**src/logic/slm_pkg.sv**
```systemverilog
// Constants, field layout and types of the link error monitor.
// Assumes a single 100 MHz clock and a byte-wide register port.
// Operation
// RULE_01 - Repeat-pattern enable runs a per-lane check against the long test pattern.
// RULE_02 - Software enables the repeat-pattern test only with link test mode off.
// RULE_03 - Software writes configuration fields only while the receiver is in soft reset.
// RULE_04 - Queued mode off: simultaneous errors on several lanes form one event.
// RULE_05 - Queued mode on: every detected error is counted, then signalled in turn.
// RULE_06 - Auto-clear resets only the counter that caused the sync request.
// RULE_07 - Eight-bit multiframe group count field, reset value one.
// RULE_08 - Software writes only one, two or four to the multiframe count.
// RULE_09 - Per lane, three error kinds are counted against an eight-bit threshold, reset 0xff.
// RULE_10 - A count equal to threshold raises interrupt, sync request or both per masks.
// RULE_11 - A counter at threshold with its sync enable set asserts sync request.
// RULE_12 - Sync enable bit 2 is bad disparity, bit 1 not-in-table, bit 0 control char.
// RULE_13 - Soft reset bit is a synchronous active-high reset, default zero.
// RULE_14 - Link test mode expects endless alignment sequence after code group sync.
// RULE_15 - Counters are at least eight bits and stop at the threshold.
package slm_pkg;
  // ==========================================================
  // Register offsets
  localparam logic [11:0] ADDR_SOFT_RST = 12'h475;
  localparam logic [11:0] ADDR_CTRL = 12'h477;
  localparam logic [11:0] ADDR_MF_CNT = 12'h478;
  localparam logic [11:0] ADDR_THR = 12'h47c;
  localparam logic [11:0] ADDR_SMASK = 12'h47d;
  // ==========================================================
  // Field positions
  localparam int SOFT_RST_BIT = 3;
  localparam int LINK_TEST_BIT = 7;
  localparam int REPEAT_TEST_BIT = 5;
  localparam int QUEUED_BIT = 4;
  localparam int AUTO_CLR_BIT = 3;
  localparam logic [7:0] CTRL_RW_MASK = 8'hb8;
  // Counter order inside a lane
  localparam int ERR_DISP = 0;
  localparam int ERR_TABLE = 1;
  localparam int ERR_CTRL = 2;
  localparam int NUM_ERR = 3;
  // ==========================================================
  // Reset values
  localparam logic SOFT_RST_RST = 1'b0;
  localparam logic [7:0] CTRL_RST = 8'h00;
  localparam logic [7:0] MF_CNT_RST = 8'h01;
  localparam logic [7:0] THR_RST = 8'hff;
  localparam logic [2:0] SMASK_RST = 3'h7;
  // ==========================================================
  // Timing
  localparam int CLK_PERIOD_NS = 10;
  localparam int SYNC_ASSERT_NS = 40;
  localparam int SYNC_ASSERT_CYC = (SYNC_ASSERT_NS + CLK_PERIOD_NS - 1) / CLK_PERIOD_NS;
  // Test pattern, eight octets, arbitrary values
  localparam int TEST_PAT_LEN = 8;
  localparam logic [63:0] TEST_PAT = 64'h5a_c3_96_3c_a5_0f_f0_69;
  // ==========================================================
  // Types
  typedef enum logic [1:0] {SY_IDLE, SY_ASSERT, SY_GAP} slm_sync_state_t;
endpackage

```
**src/logic/slm_lane_if.sv**
```systemverilog
// Bundle between the monitor and one lane's counter group.
// Assumes the monitor drives strobes and reads threshold flags.
`timescale 1ns/1ns
`default_nettype none
interface slm_lane_if #(parameter int CNT_W = 8);
  logic [2:0] err;
  logic [2:0] clr;
  logic [CNT_W-1:0] thr;
  logic srst;
  logic [2:0] at_thr;
  // Counter side
  modport ctr (input err, input clr, input thr, input srst, output at_thr);
  // Monitor side
  modport mon (output err, output clr, output thr, output srst, input at_thr);
endinterface
`default_nettype wire

```
**src/logic/slm_lane_counter.sv**
```systemverilog
// Three saturating error counters of one lane.
// Assumes error strobes are one-cycle pulses on clk_i.
`timescale 1ns/1ns
`default_nettype none
module slm_lane_counter
  import slm_pkg::*;
#(
  parameter int CNT_W = 8
)
(
  // Clock
  input wire logic clk_i,
  // Lane bundle
  slm_lane_if.ctr lane
);
  // ==========================================================
  // Counters
  logic [CNT_W-1:0] cnt_ff [NUM_ERR];
  logic [2:0] at_ff;

  for (genvar k = 0; k < NUM_ERR; k++)
  begin : g_cnt
    logic [CNT_W-1:0] nxt_cnt;
    wire at_now = cnt_ff[k] == lane.thr;
    // Clear first, then count until the threshold
    assign nxt_cnt = lane.clr[k] ? CNT_W'(lane.err[k]) :
                     (lane.err[k] && !at_now) ? cnt_ff[k] + 1'b1 : // RULE_15
                     cnt_ff[k];
    // Count and compare per kind
    always_ff @(posedge clk_i)
    begin
      if (lane.srst)
      begin
        cnt_ff[k] <= '0;
        at_ff[k] <= 1'b0;
      end
      else
      begin
        cnt_ff[k] <= nxt_cnt; // RULE_09
        at_ff[k] <= nxt_cnt == lane.thr; // RULE_09
      end
    end
  end

  assign lane.at_thr = at_ff;
endmodule // slm_lane_counter
`default_nettype wire

```
**src/logic/slm_error_monitor.sv**
```systemverilog
// Error monitor and sync request control of the link receiver.
// Assumes per-lane error strobes and data from the decoder, one clock.
`timescale 1ns/1ns
`default_nettype none
module slm_error_monitor
  import slm_pkg::*;
#(
  parameter int NUM_LANES = 8,
  parameter int CNT_W = 8
)
(
  // Clock and reset
  input wire logic clk_i,
  input wire logic rst_i,
  // Register port
  input wire logic [11:0] reg_addr_i,
  input wire logic reg_wr_i,
  input wire logic [7:0] reg_wdata_i,
  input wire logic reg_rd_i,
  output logic [7:0] reg_rdata_o,
  output logic reg_rvalid_o,
  // Lane inputs
  input wire logic [NUM_LANES*3-1:0] lane_err_i,
  input wire logic [NUM_LANES*8-1:0] lane_data_i,
  input wire logic [NUM_LANES-1:0] lane_valid_i,
  input wire logic [2:0] irq_mask_i,
  // Status and link outputs
  output logic sync_request_out_o,
  output logic irq_o,
  output logic [NUM_LANES*3-1:0] threshold_hit_o,
  output logic [7:0] alignment_multiframe_groups_o,
  output logic link_test_mode_o,
  output logic [NUM_LANES-1:0] lane_test_fail_o
);
  localparam int NHIT = NUM_LANES * 3;

  // ==========================================================
  // Parameter checks
  if (NUM_LANES < 1 || NUM_LANES > 8)
  begin : g_bad_lanes
    $error("NUM_LANES must be 1 to 8");
  end
  if (CNT_W < 8 || CNT_W > 16)
  begin : g_bad_cnt
    $error("CNT_W must be 8 to 16");
  end

  // ==========================================================
  // Registers
  logic soft_rst_ff;
  logic [7:0] ctrl_ff;
  logic [7:0] mf_cnt_ff;
  logic [7:0] thr_ff;
  logic [2:0] smask_ff;
  logic [7:0] rdata_ff;
  logic rvalid_ff;

  // Soft reset joins the port reset for the datapath
  wire srst = rst_i | soft_rst_ff; // RULE_13
  wire wr_srst = reg_wr_i && reg_addr_i == ADDR_SOFT_RST;
  wire wr_ctrl = reg_wr_i && reg_addr_i == ADDR_CTRL;
  wire wr_mf_cnt = reg_wr_i && reg_addr_i == ADDR_MF_CNT;
  wire wr_thr = reg_wr_i && reg_addr_i == ADDR_THR;
  wire wr_smask = reg_wr_i && reg_addr_i == ADDR_SMASK;
  wire link_test = ctrl_ff[LINK_TEST_BIT];
  wire queued = ctrl_ff[QUEUED_BIT];
  wire auto_clr = ctrl_ff[AUTO_CLR_BIT];
  wire test_act = ctrl_ff[REPEAT_TEST_BIT] & ~link_test;

  // Read selection, unmapped reads zero
  wire [7:0] rd_mux =
    (reg_addr_i == ADDR_SOFT_RST) ? 8'(soft_rst_ff) << SOFT_RST_BIT :
    (reg_addr_i == ADDR_CTRL) ? ctrl_ff :
    (reg_addr_i == ADDR_MF_CNT) ? mf_cnt_ff :
    (reg_addr_i == ADDR_THR) ? thr_ff :
    (reg_addr_i == ADDR_SMASK) ? {5'h00, smask_ff} : 8'h00;

  // Configuration, cleared by the port reset only
  always_ff @(posedge clk_i)
  begin
    if (rst_i)
    begin
      soft_rst_ff <= SOFT_RST_RST;
      ctrl_ff <= CTRL_RST;
      mf_cnt_ff <= MF_CNT_RST; // RULE_07
      thr_ff <= THR_RST; // RULE_09
      smask_ff <= SMASK_RST;
    end
    else
    begin
      if (wr_srst)
        soft_rst_ff <= reg_wdata_i[SOFT_RST_BIT]; // RULE_13
      if (wr_ctrl)
        ctrl_ff <= reg_wdata_i & CTRL_RW_MASK;
      if (wr_mf_cnt)
        mf_cnt_ff <= reg_wdata_i; // RULE_07
      if (wr_thr)
        thr_ff <= reg_wdata_i;
      if (wr_smask)
        smask_ff <= reg_wdata_i[2:0];
    end
  end

  // Read answer one cycle after the strobe
  always_ff @(posedge clk_i)
  begin
    if (rst_i)
    begin
      rdata_ff <= 8'h00;
      rvalid_ff <= 1'b0;
    end
    else
    begin
      rdata_ff <= reg_rd_i ? rd_mux : 8'h00;
      rvalid_ff <= reg_rd_i;
    end
  end

  // ==========================================================
  // Lane counters
  logic [NHIT-1:0] at_all;
  logic [NHIT-1:0] prev_ff;
  logic [NHIT-1:0] new_hit;
  logic [NHIT-1:0] sync_hit;
  // Sync enables brought into counter order, reversed
  wire [2:0] sync_en = {smask_ff[0], smask_ff[1], smask_ff[2]}; // RULE_12

  for (genvar l = 0; l < NUM_LANES; l++)
  begin : g_lane
    slm_lane_if #(.CNT_W(CNT_W)) bus ();
    assign bus.err = lane_err_i[l*3 +: 3];
    assign bus.thr = CNT_W'(thr_ff);
    assign bus.srst = srst;
    // Auto-clear only the counters that raised the request
    assign bus.clr = auto_clr ? sync_hit[l*3 +: 3] : 3'h0; // RULE_06
    assign at_all[l*3 +: 3] = bus.at_thr;
    assign sync_hit[l*3 +: 3] = new_hit[l*3 +: 3] & sync_en; // RULE_11
    slm_lane_counter #(.CNT_W(CNT_W)) u_cnt (
      .clk_i(clk_i),
      .lane(bus)
    );
  end

  assign new_hit = at_all & ~prev_ff;

  // Ones count of fresh sync hits
  function automatic logic [7:0] count_ones(input logic [NHIT-1:0] v);
    logic [7:0] n;
    n = 8'h00;
    for (int i = 0; i < NHIT; i++)
      n = n + 8'(v[i]);
    return n;
  endfunction

  // ==========================================================
  // Sync request scheduler
  slm_sync_state_t state_ff;
  slm_sync_state_t nxt_state;
  logic [7:0] pend_ff;
  logic [7:0] nxt_pend;
  logic [7:0] pulse_ff;
  logic sync_ff;
  logic irq_ff;
  wire [7:0] n_hit = count_ones(sync_hit);
  // Queued mode adds every hit, else one per cycle of hits
  wire [7:0] n_add = queued ? n_hit : 8'(|sync_hit); // RULE_04 RULE_05
  wire take = state_ff == SY_IDLE && pend_ff != 8'h00;
  wire [8:0] pend_sum = 9'(pend_ff) + 9'(n_add) - 9'(take);
  wire pulse_done = pulse_ff == 8'(SYNC_ASSERT_CYC - 1);
  wire irq_any = |(at_all & {NUM_LANES{irq_mask_i}}); // RULE_10

  // Pending events saturate at 255, further hits are then lost
  assign nxt_pend = pend_sum[8] ? 8'hff : pend_sum[7:0]; // RULE_05

  // One fixed pulse per event, two low cycles (gap and idle) between pulses
  always_comb
  begin
    nxt_state = state_ff;
    case (state_ff)
      SY_IDLE:
        if (take)
          nxt_state = SY_ASSERT; // RULE_11
      SY_ASSERT:
        if (pulse_done)
          nxt_state = SY_GAP;
      SY_GAP:
        nxt_state = SY_IDLE;
      default:
        nxt_state = SY_IDLE;
    endcase
  end

  // Scheduler state
  always_ff @(posedge clk_i)
  begin
    if (srst)
    begin
      state_ff <= SY_IDLE;
      pend_ff <= 8'h00;
      pulse_ff <= 8'h00;
      prev_ff <= '0;
      sync_ff <= 1'b0;
      irq_ff <= 1'b0;
    end
    else
    begin
      state_ff <= nxt_state;
      pend_ff <= nxt_pend;
      pulse_ff <= (state_ff == SY_ASSERT) ? pulse_ff + 8'h01 : 8'h00;
      prev_ff <= at_all;
      sync_ff <= nxt_state == SY_ASSERT; // RULE_10
      irq_ff <= irq_any; // RULE_10
    end
  end

  // ==========================================================
  // Repeat-pattern test per lane
  logic [NUM_LANES-1:0] fail_ff;
  logic [NUM_LANES-1:0] mis;
  for (genvar l = 0; l < NUM_LANES; l++)
  begin : g_test
    logic [2:0] ptr_ff;
    wire [7:0] exp_oct = TEST_PAT[ptr_ff*8 +: 8];
    assign mis[l] = lane_data_i[l*8 +: 8] != exp_oct;
    // Walk the pattern, flag any mismatch sticky
    always_ff @(posedge clk_i)
    begin
      if (srst || !test_act)
      begin
        ptr_ff <= 3'h0;
        fail_ff[l] <= 1'b0;
      end
      else if (lane_valid_i[l])
      begin
        ptr_ff <= ptr_ff + 3'h1;
        fail_ff[l] <= fail_ff[l] | mis[l]; // RULE_01
      end
    end
  end

  // Mode flag toward the alignment logic
  logic link_test_ff;
  always_ff @(posedge clk_i)
  begin
    if (srst)
      link_test_ff <= 1'b0;
    else
      link_test_ff <= link_test; // RULE_14
  end

  // ==========================================================
  // Outputs
  assign reg_rdata_o = rdata_ff;
  assign reg_rvalid_o = rvalid_ff;
  assign sync_request_out_o = sync_ff;
  assign irq_o = irq_ff;
  assign threshold_hit_o = prev_ff;
  assign alignment_multiframe_groups_o = mf_cnt_ff;
  assign link_test_mode_o = link_test_ff;
  assign lane_test_fail_o = fail_ff;
endmodule // slm_error_monitor
`default_nettype wire

```
**config.mk**
```make
export PLATFORM = sky130hd
export DESIGN_NAME = slm_error_monitor
export DESIGN_NICKNAME = d
export VERILOG_FILES = /design/src/logic/slm_pkg.sv /design/src/logic/slm_lane_if.sv /design/src/logic/slm_lane_counter.sv /design/src/logic/slm_error_monitor.sv
export SDC_FILE = /design/constraint.sdc
export NUM_CORES = 1
export LEC_CHECK = 0
export ABC_AREA = 1
export CORE_MARGIN = 5
export CORE_UTILIZATION = 40
export CTS_BUF_LIST = sky130_fd_sc_hd__clkbuf_8
export DETAILED_ROUTE_END_ITERATION = 7
export DONT_BUFFER_PORTS = 1
export HOLD_SLACK_MARGIN = 0.08
export PLACE_DENSITY = 0.64
export SYNTH_ARGS = -nofsm -noshare
export SYNTH_HDL_FRONTEND = slang
export SYNTH_SLANG_ARGS = --single-unit
export TNS_END_PERCENT = 30
```
**constraint.sdc**
```tcl
create_clock -name clk_i -period 16.5 [get_ports clk_i]
set_input_delay 1.65 -clock clk_i [delete_from_list [all_inputs] [get_ports clk_i]]
set_output_delay 1.65 -clock clk_i [all_outputs]
set_load 0.01 [all_outputs]
```
==> impl_metrics.tcl <==
set metrics [dict create \
    wire_per_inst_um 15.5 \
    post-route-period-util_pct 40.1 \
    gp_congestion 0.898 \
    cts_tree "yes" \
    max_freq_ghz 0.151 \
    track_usage_pct 21.4 \
    cts_hold_buf 0 \
    numCtsBuffers 60 \
    end_kind "flop" \
    cp-start-kind "flop" \
    cts_sinks 326 \
    drc 0 \
    setup_viol 0 \
    status "finished clean" \
    syn_nets 4321 \
    floorplan.die.width_um 262 \
    final_layout_size_suffix_gt1_share_pct 5.75 \
    holdWs_ns 0.433 \
    ant_nets 0 \
    grt_pass1_wl_mm 119 \
    drt_pre_antenna_iters 5 \
    cp_max_fo 8 \
    synth_top_area_share_pct 25.8 \
    antenna_found_initial 5 \
    core-area_um2 63000 \
    cts_max_path_buffers 3 \
    nFillCells 6610 \
    p_leak_nw 12.2 \
    rsz0062_at_grt "no" \
    hold_class "reg -> reg" \
    hold_depth 2 \
    r2r_cells 25 \
    tns_ns 0 \
    synthCells 4086 \
    power.density_nw_per_um2 71.7 \
    seq_area_frac_synth_pct 25.8 \
    place_area_um2 25700 \
    wl_met2_mm 33.8 \
    cts_setup_buffers 0 \
    min_period_ns 6.61 \
    ctsHtreeMaxLevel 2 \
    ir_drop_mv 0.0545 \
    worstSetupPathType "reg -> reg" \
    synth.area.top_cells "dfxtp_1 (26%), nand2_1 (21%), nand3_1 (10%), xnor2_1 (7.6%), nor2_1 (6.3%)" \
    first_global_vias 22035 \
    clk-insertion-delay-late_ns 0.70 \
    cts-root-buf "clkbuf_8" \
    synth_warnings 0 \
    io_buffer_count 0 \
    clkTransAtPathRegs_ns 0.06 \
    drt_iter0_drc 1943 \
    slew_headroom_pct 26.3 \
    finalPower_w 0.00193 \
    finish.net_count 4223 \
    grt_overflow 0 \
    fp.dieH_um 262 \
    dpl.hpwl_mm 52.6 \
    maxSlewViolCount 0 \
    required_ns 17.05 \
    routed_wl_mm 75.9 \
    cts-resized-gates 0 \
    ys_ff_latch 326 \
    tightest_slew_ns 1.10 \
    vias 24606 \
    wl_met1_mm 33.9 \
    netlist_area_um2 25300 \
    die_area_um2 68500 \
    placed_cells 4772 \
    row_count 92 \
    via_per_inst 5.04 \
    num_io_pins 175 \
    area_growth_pct 6.54 \
    routed-wl-met3_mm 5.63 \
    yosysTopAreaCell "dfxtp_1" \
    cap_violations 0 \
    synth_cell_type_count 43 \
    synth.avg_cell_area_um2 6.20 \
    grt_max_degree 133 \
    hold_viol_final 0 \
    worst_ep_arrival_time_ns 7.17 \
    fin_cells 4885 \
    initial_utilization_pct 40.2 \
    routed.top_layer "met5" \
    fin_area_um2 27000 \
    fin_worst_skew_ns 0.0482 \
]
## layout by cell type (no fill, tap or decap), types with 26 or more instances in the layout
cell type | synthesis | routed
o21ai_0 | 64 | 64
dfxtp_1 | 326 | 318
nor3_1 | 34 | 34
inv_1 | 319 | 335
ha_1 | 94 | 94
nor2_1 | 425 | 424
xor2_1 | 114 | 114
nor2_2 | 45 | 45
clkbuf_8 | 0 | 82
xnor2_1 | 219 | 219
nand3_1 | 524 | 524
nand2_4 | 26 | 26
nand4_1 | 63 | 63
a21oi_1 | 84 | 84
nand2_1 | 1439 | 1439
## cells by family (layout without fill, tap and decap cells)
logic type      after synthesis  after routing  share of synthesized area, %
compound gates              179            179                          3.86
xor+xnor                    333            333                          11.5
fa+ha+maj                   112            112                          6.06
buf+inv                     508            457                          8.42
flops                       326            326                          25.8
other cells                   0              4                             0
simple gates               2628           2628                          44.4
## path summary, 6_finish.rpt
| path | start | to | slack, ns |
|---|---|---|---|
| worst max-delay path | smask_ff[2] | pend_ff[2] | 9.89 |
| worst min-delay path | g_lane[3].u_cnt.lane.at_thr[2] | threshold_hit_o[11] | 0.43 |
| worst max register to register | smask_ff[2] | pend_ff[2] | 9.89 |
| worst min register to register | g_lane[3].u_cnt.lane.at_thr[2] | threshold_hit_o[11] | 0.43 |
## cell usage after synthesis (all sizes together)
master / instances
o21ai: 64
nand4: 63
xnor2: 219
inv: 324
o2111ai: 1
o221ai: 3
a211oi: 1
or2: 7
ha: 94
o211ai: 16
and3: 1
o21a: 1
nand2: 1487
a22oi: 1
a221oi: 1
a21o: 2
xor2: 114
a21oi: 84
a31oi: 2
fa: 18
o311ai: 1
nand3: 524
nor3b: 2
buf: 73
nand3b: 20
dfxtp: 326
clkinv: 4
nor2: 470
nor4: 17
o31ai: 1
o21bai: 1
nor3: 37
clkbuf: 107
## critical path: stages, from the launching register on
cell	delay (ns)
dfxtp_1	0.37
inv_1	0.18
nor3_1	0.26
inv_1	0.12
fa_1	0.54
inv_1	0.05
fa_1	0.48
inv_1	0.05
fa_1	0.46
fa_1	0.48
fa_1	0.50
inv_1	0.04
ha_1	0.19
fa_1	0.48
nand2_1	0.06
ha_1	0.32
fa_1	0.44
nor2_1	0.14
o21ai_0	0.09
nand2_1	0.14
nand4_1	0.10
nand2_1	0.09
xor2_1	0.59
o21ai_0	0.19
nand2_1	0.10
inv_1	0.04
## per-stage QoR
stage                     worst slack, ns  util (%)
after floorplan                     10.58         -
after global placement              10.02      40.8
after detailed placement             9.97      40.8
after CTS                            9.95      42.9
after global routing                 9.49      42.9
final                                9.89      42.9
## power by group
group / internal (W) / switching (W)
registers: 0.000809 / 0.0000211
logic: 0.000102 / 0.000160
clock network: 0.000470 / 0.000371
total: 0.00138 / 0.000552
## metal layers
metal	track usage (%)	up-vias
met4	7.05	2
li1	-	12702
met1	28.6	11146
met5	0	-
met3	4.43	135
met2	34.7	621
## flip-flops by register name (all words and copies together) (netlist names), 4 cells and up
signal / count
lane_test_fail_o: 8
g_test.ptr_ff: 24
g_lane.bus.thr: 8
threshold_hit_o: 24
g_lane.u_cnt.lane.at_thr: 24
ctrl_ff: 4
reg_rdata_o: 8
g_lane.u_cnt.cnt_ff: 192
pend_ff: 8
pulse_ff: 8
alignment_multiframe_groups_o: 8
## area by class of cell
type	instances	area (µm²)	area share [%]
multi-input cells	3252	16700	61.8
diodes	4	10.0	0.0371
clock inverters	27	169	0.626
repair buffers	20	150	0.556
flip-flops and latches	326	6550	24.3
clock buffers	82	1130	4.18
well taps	846	1060	3.92
inverters	328	1240	4.59
Power figures use the tool's default switching activity.
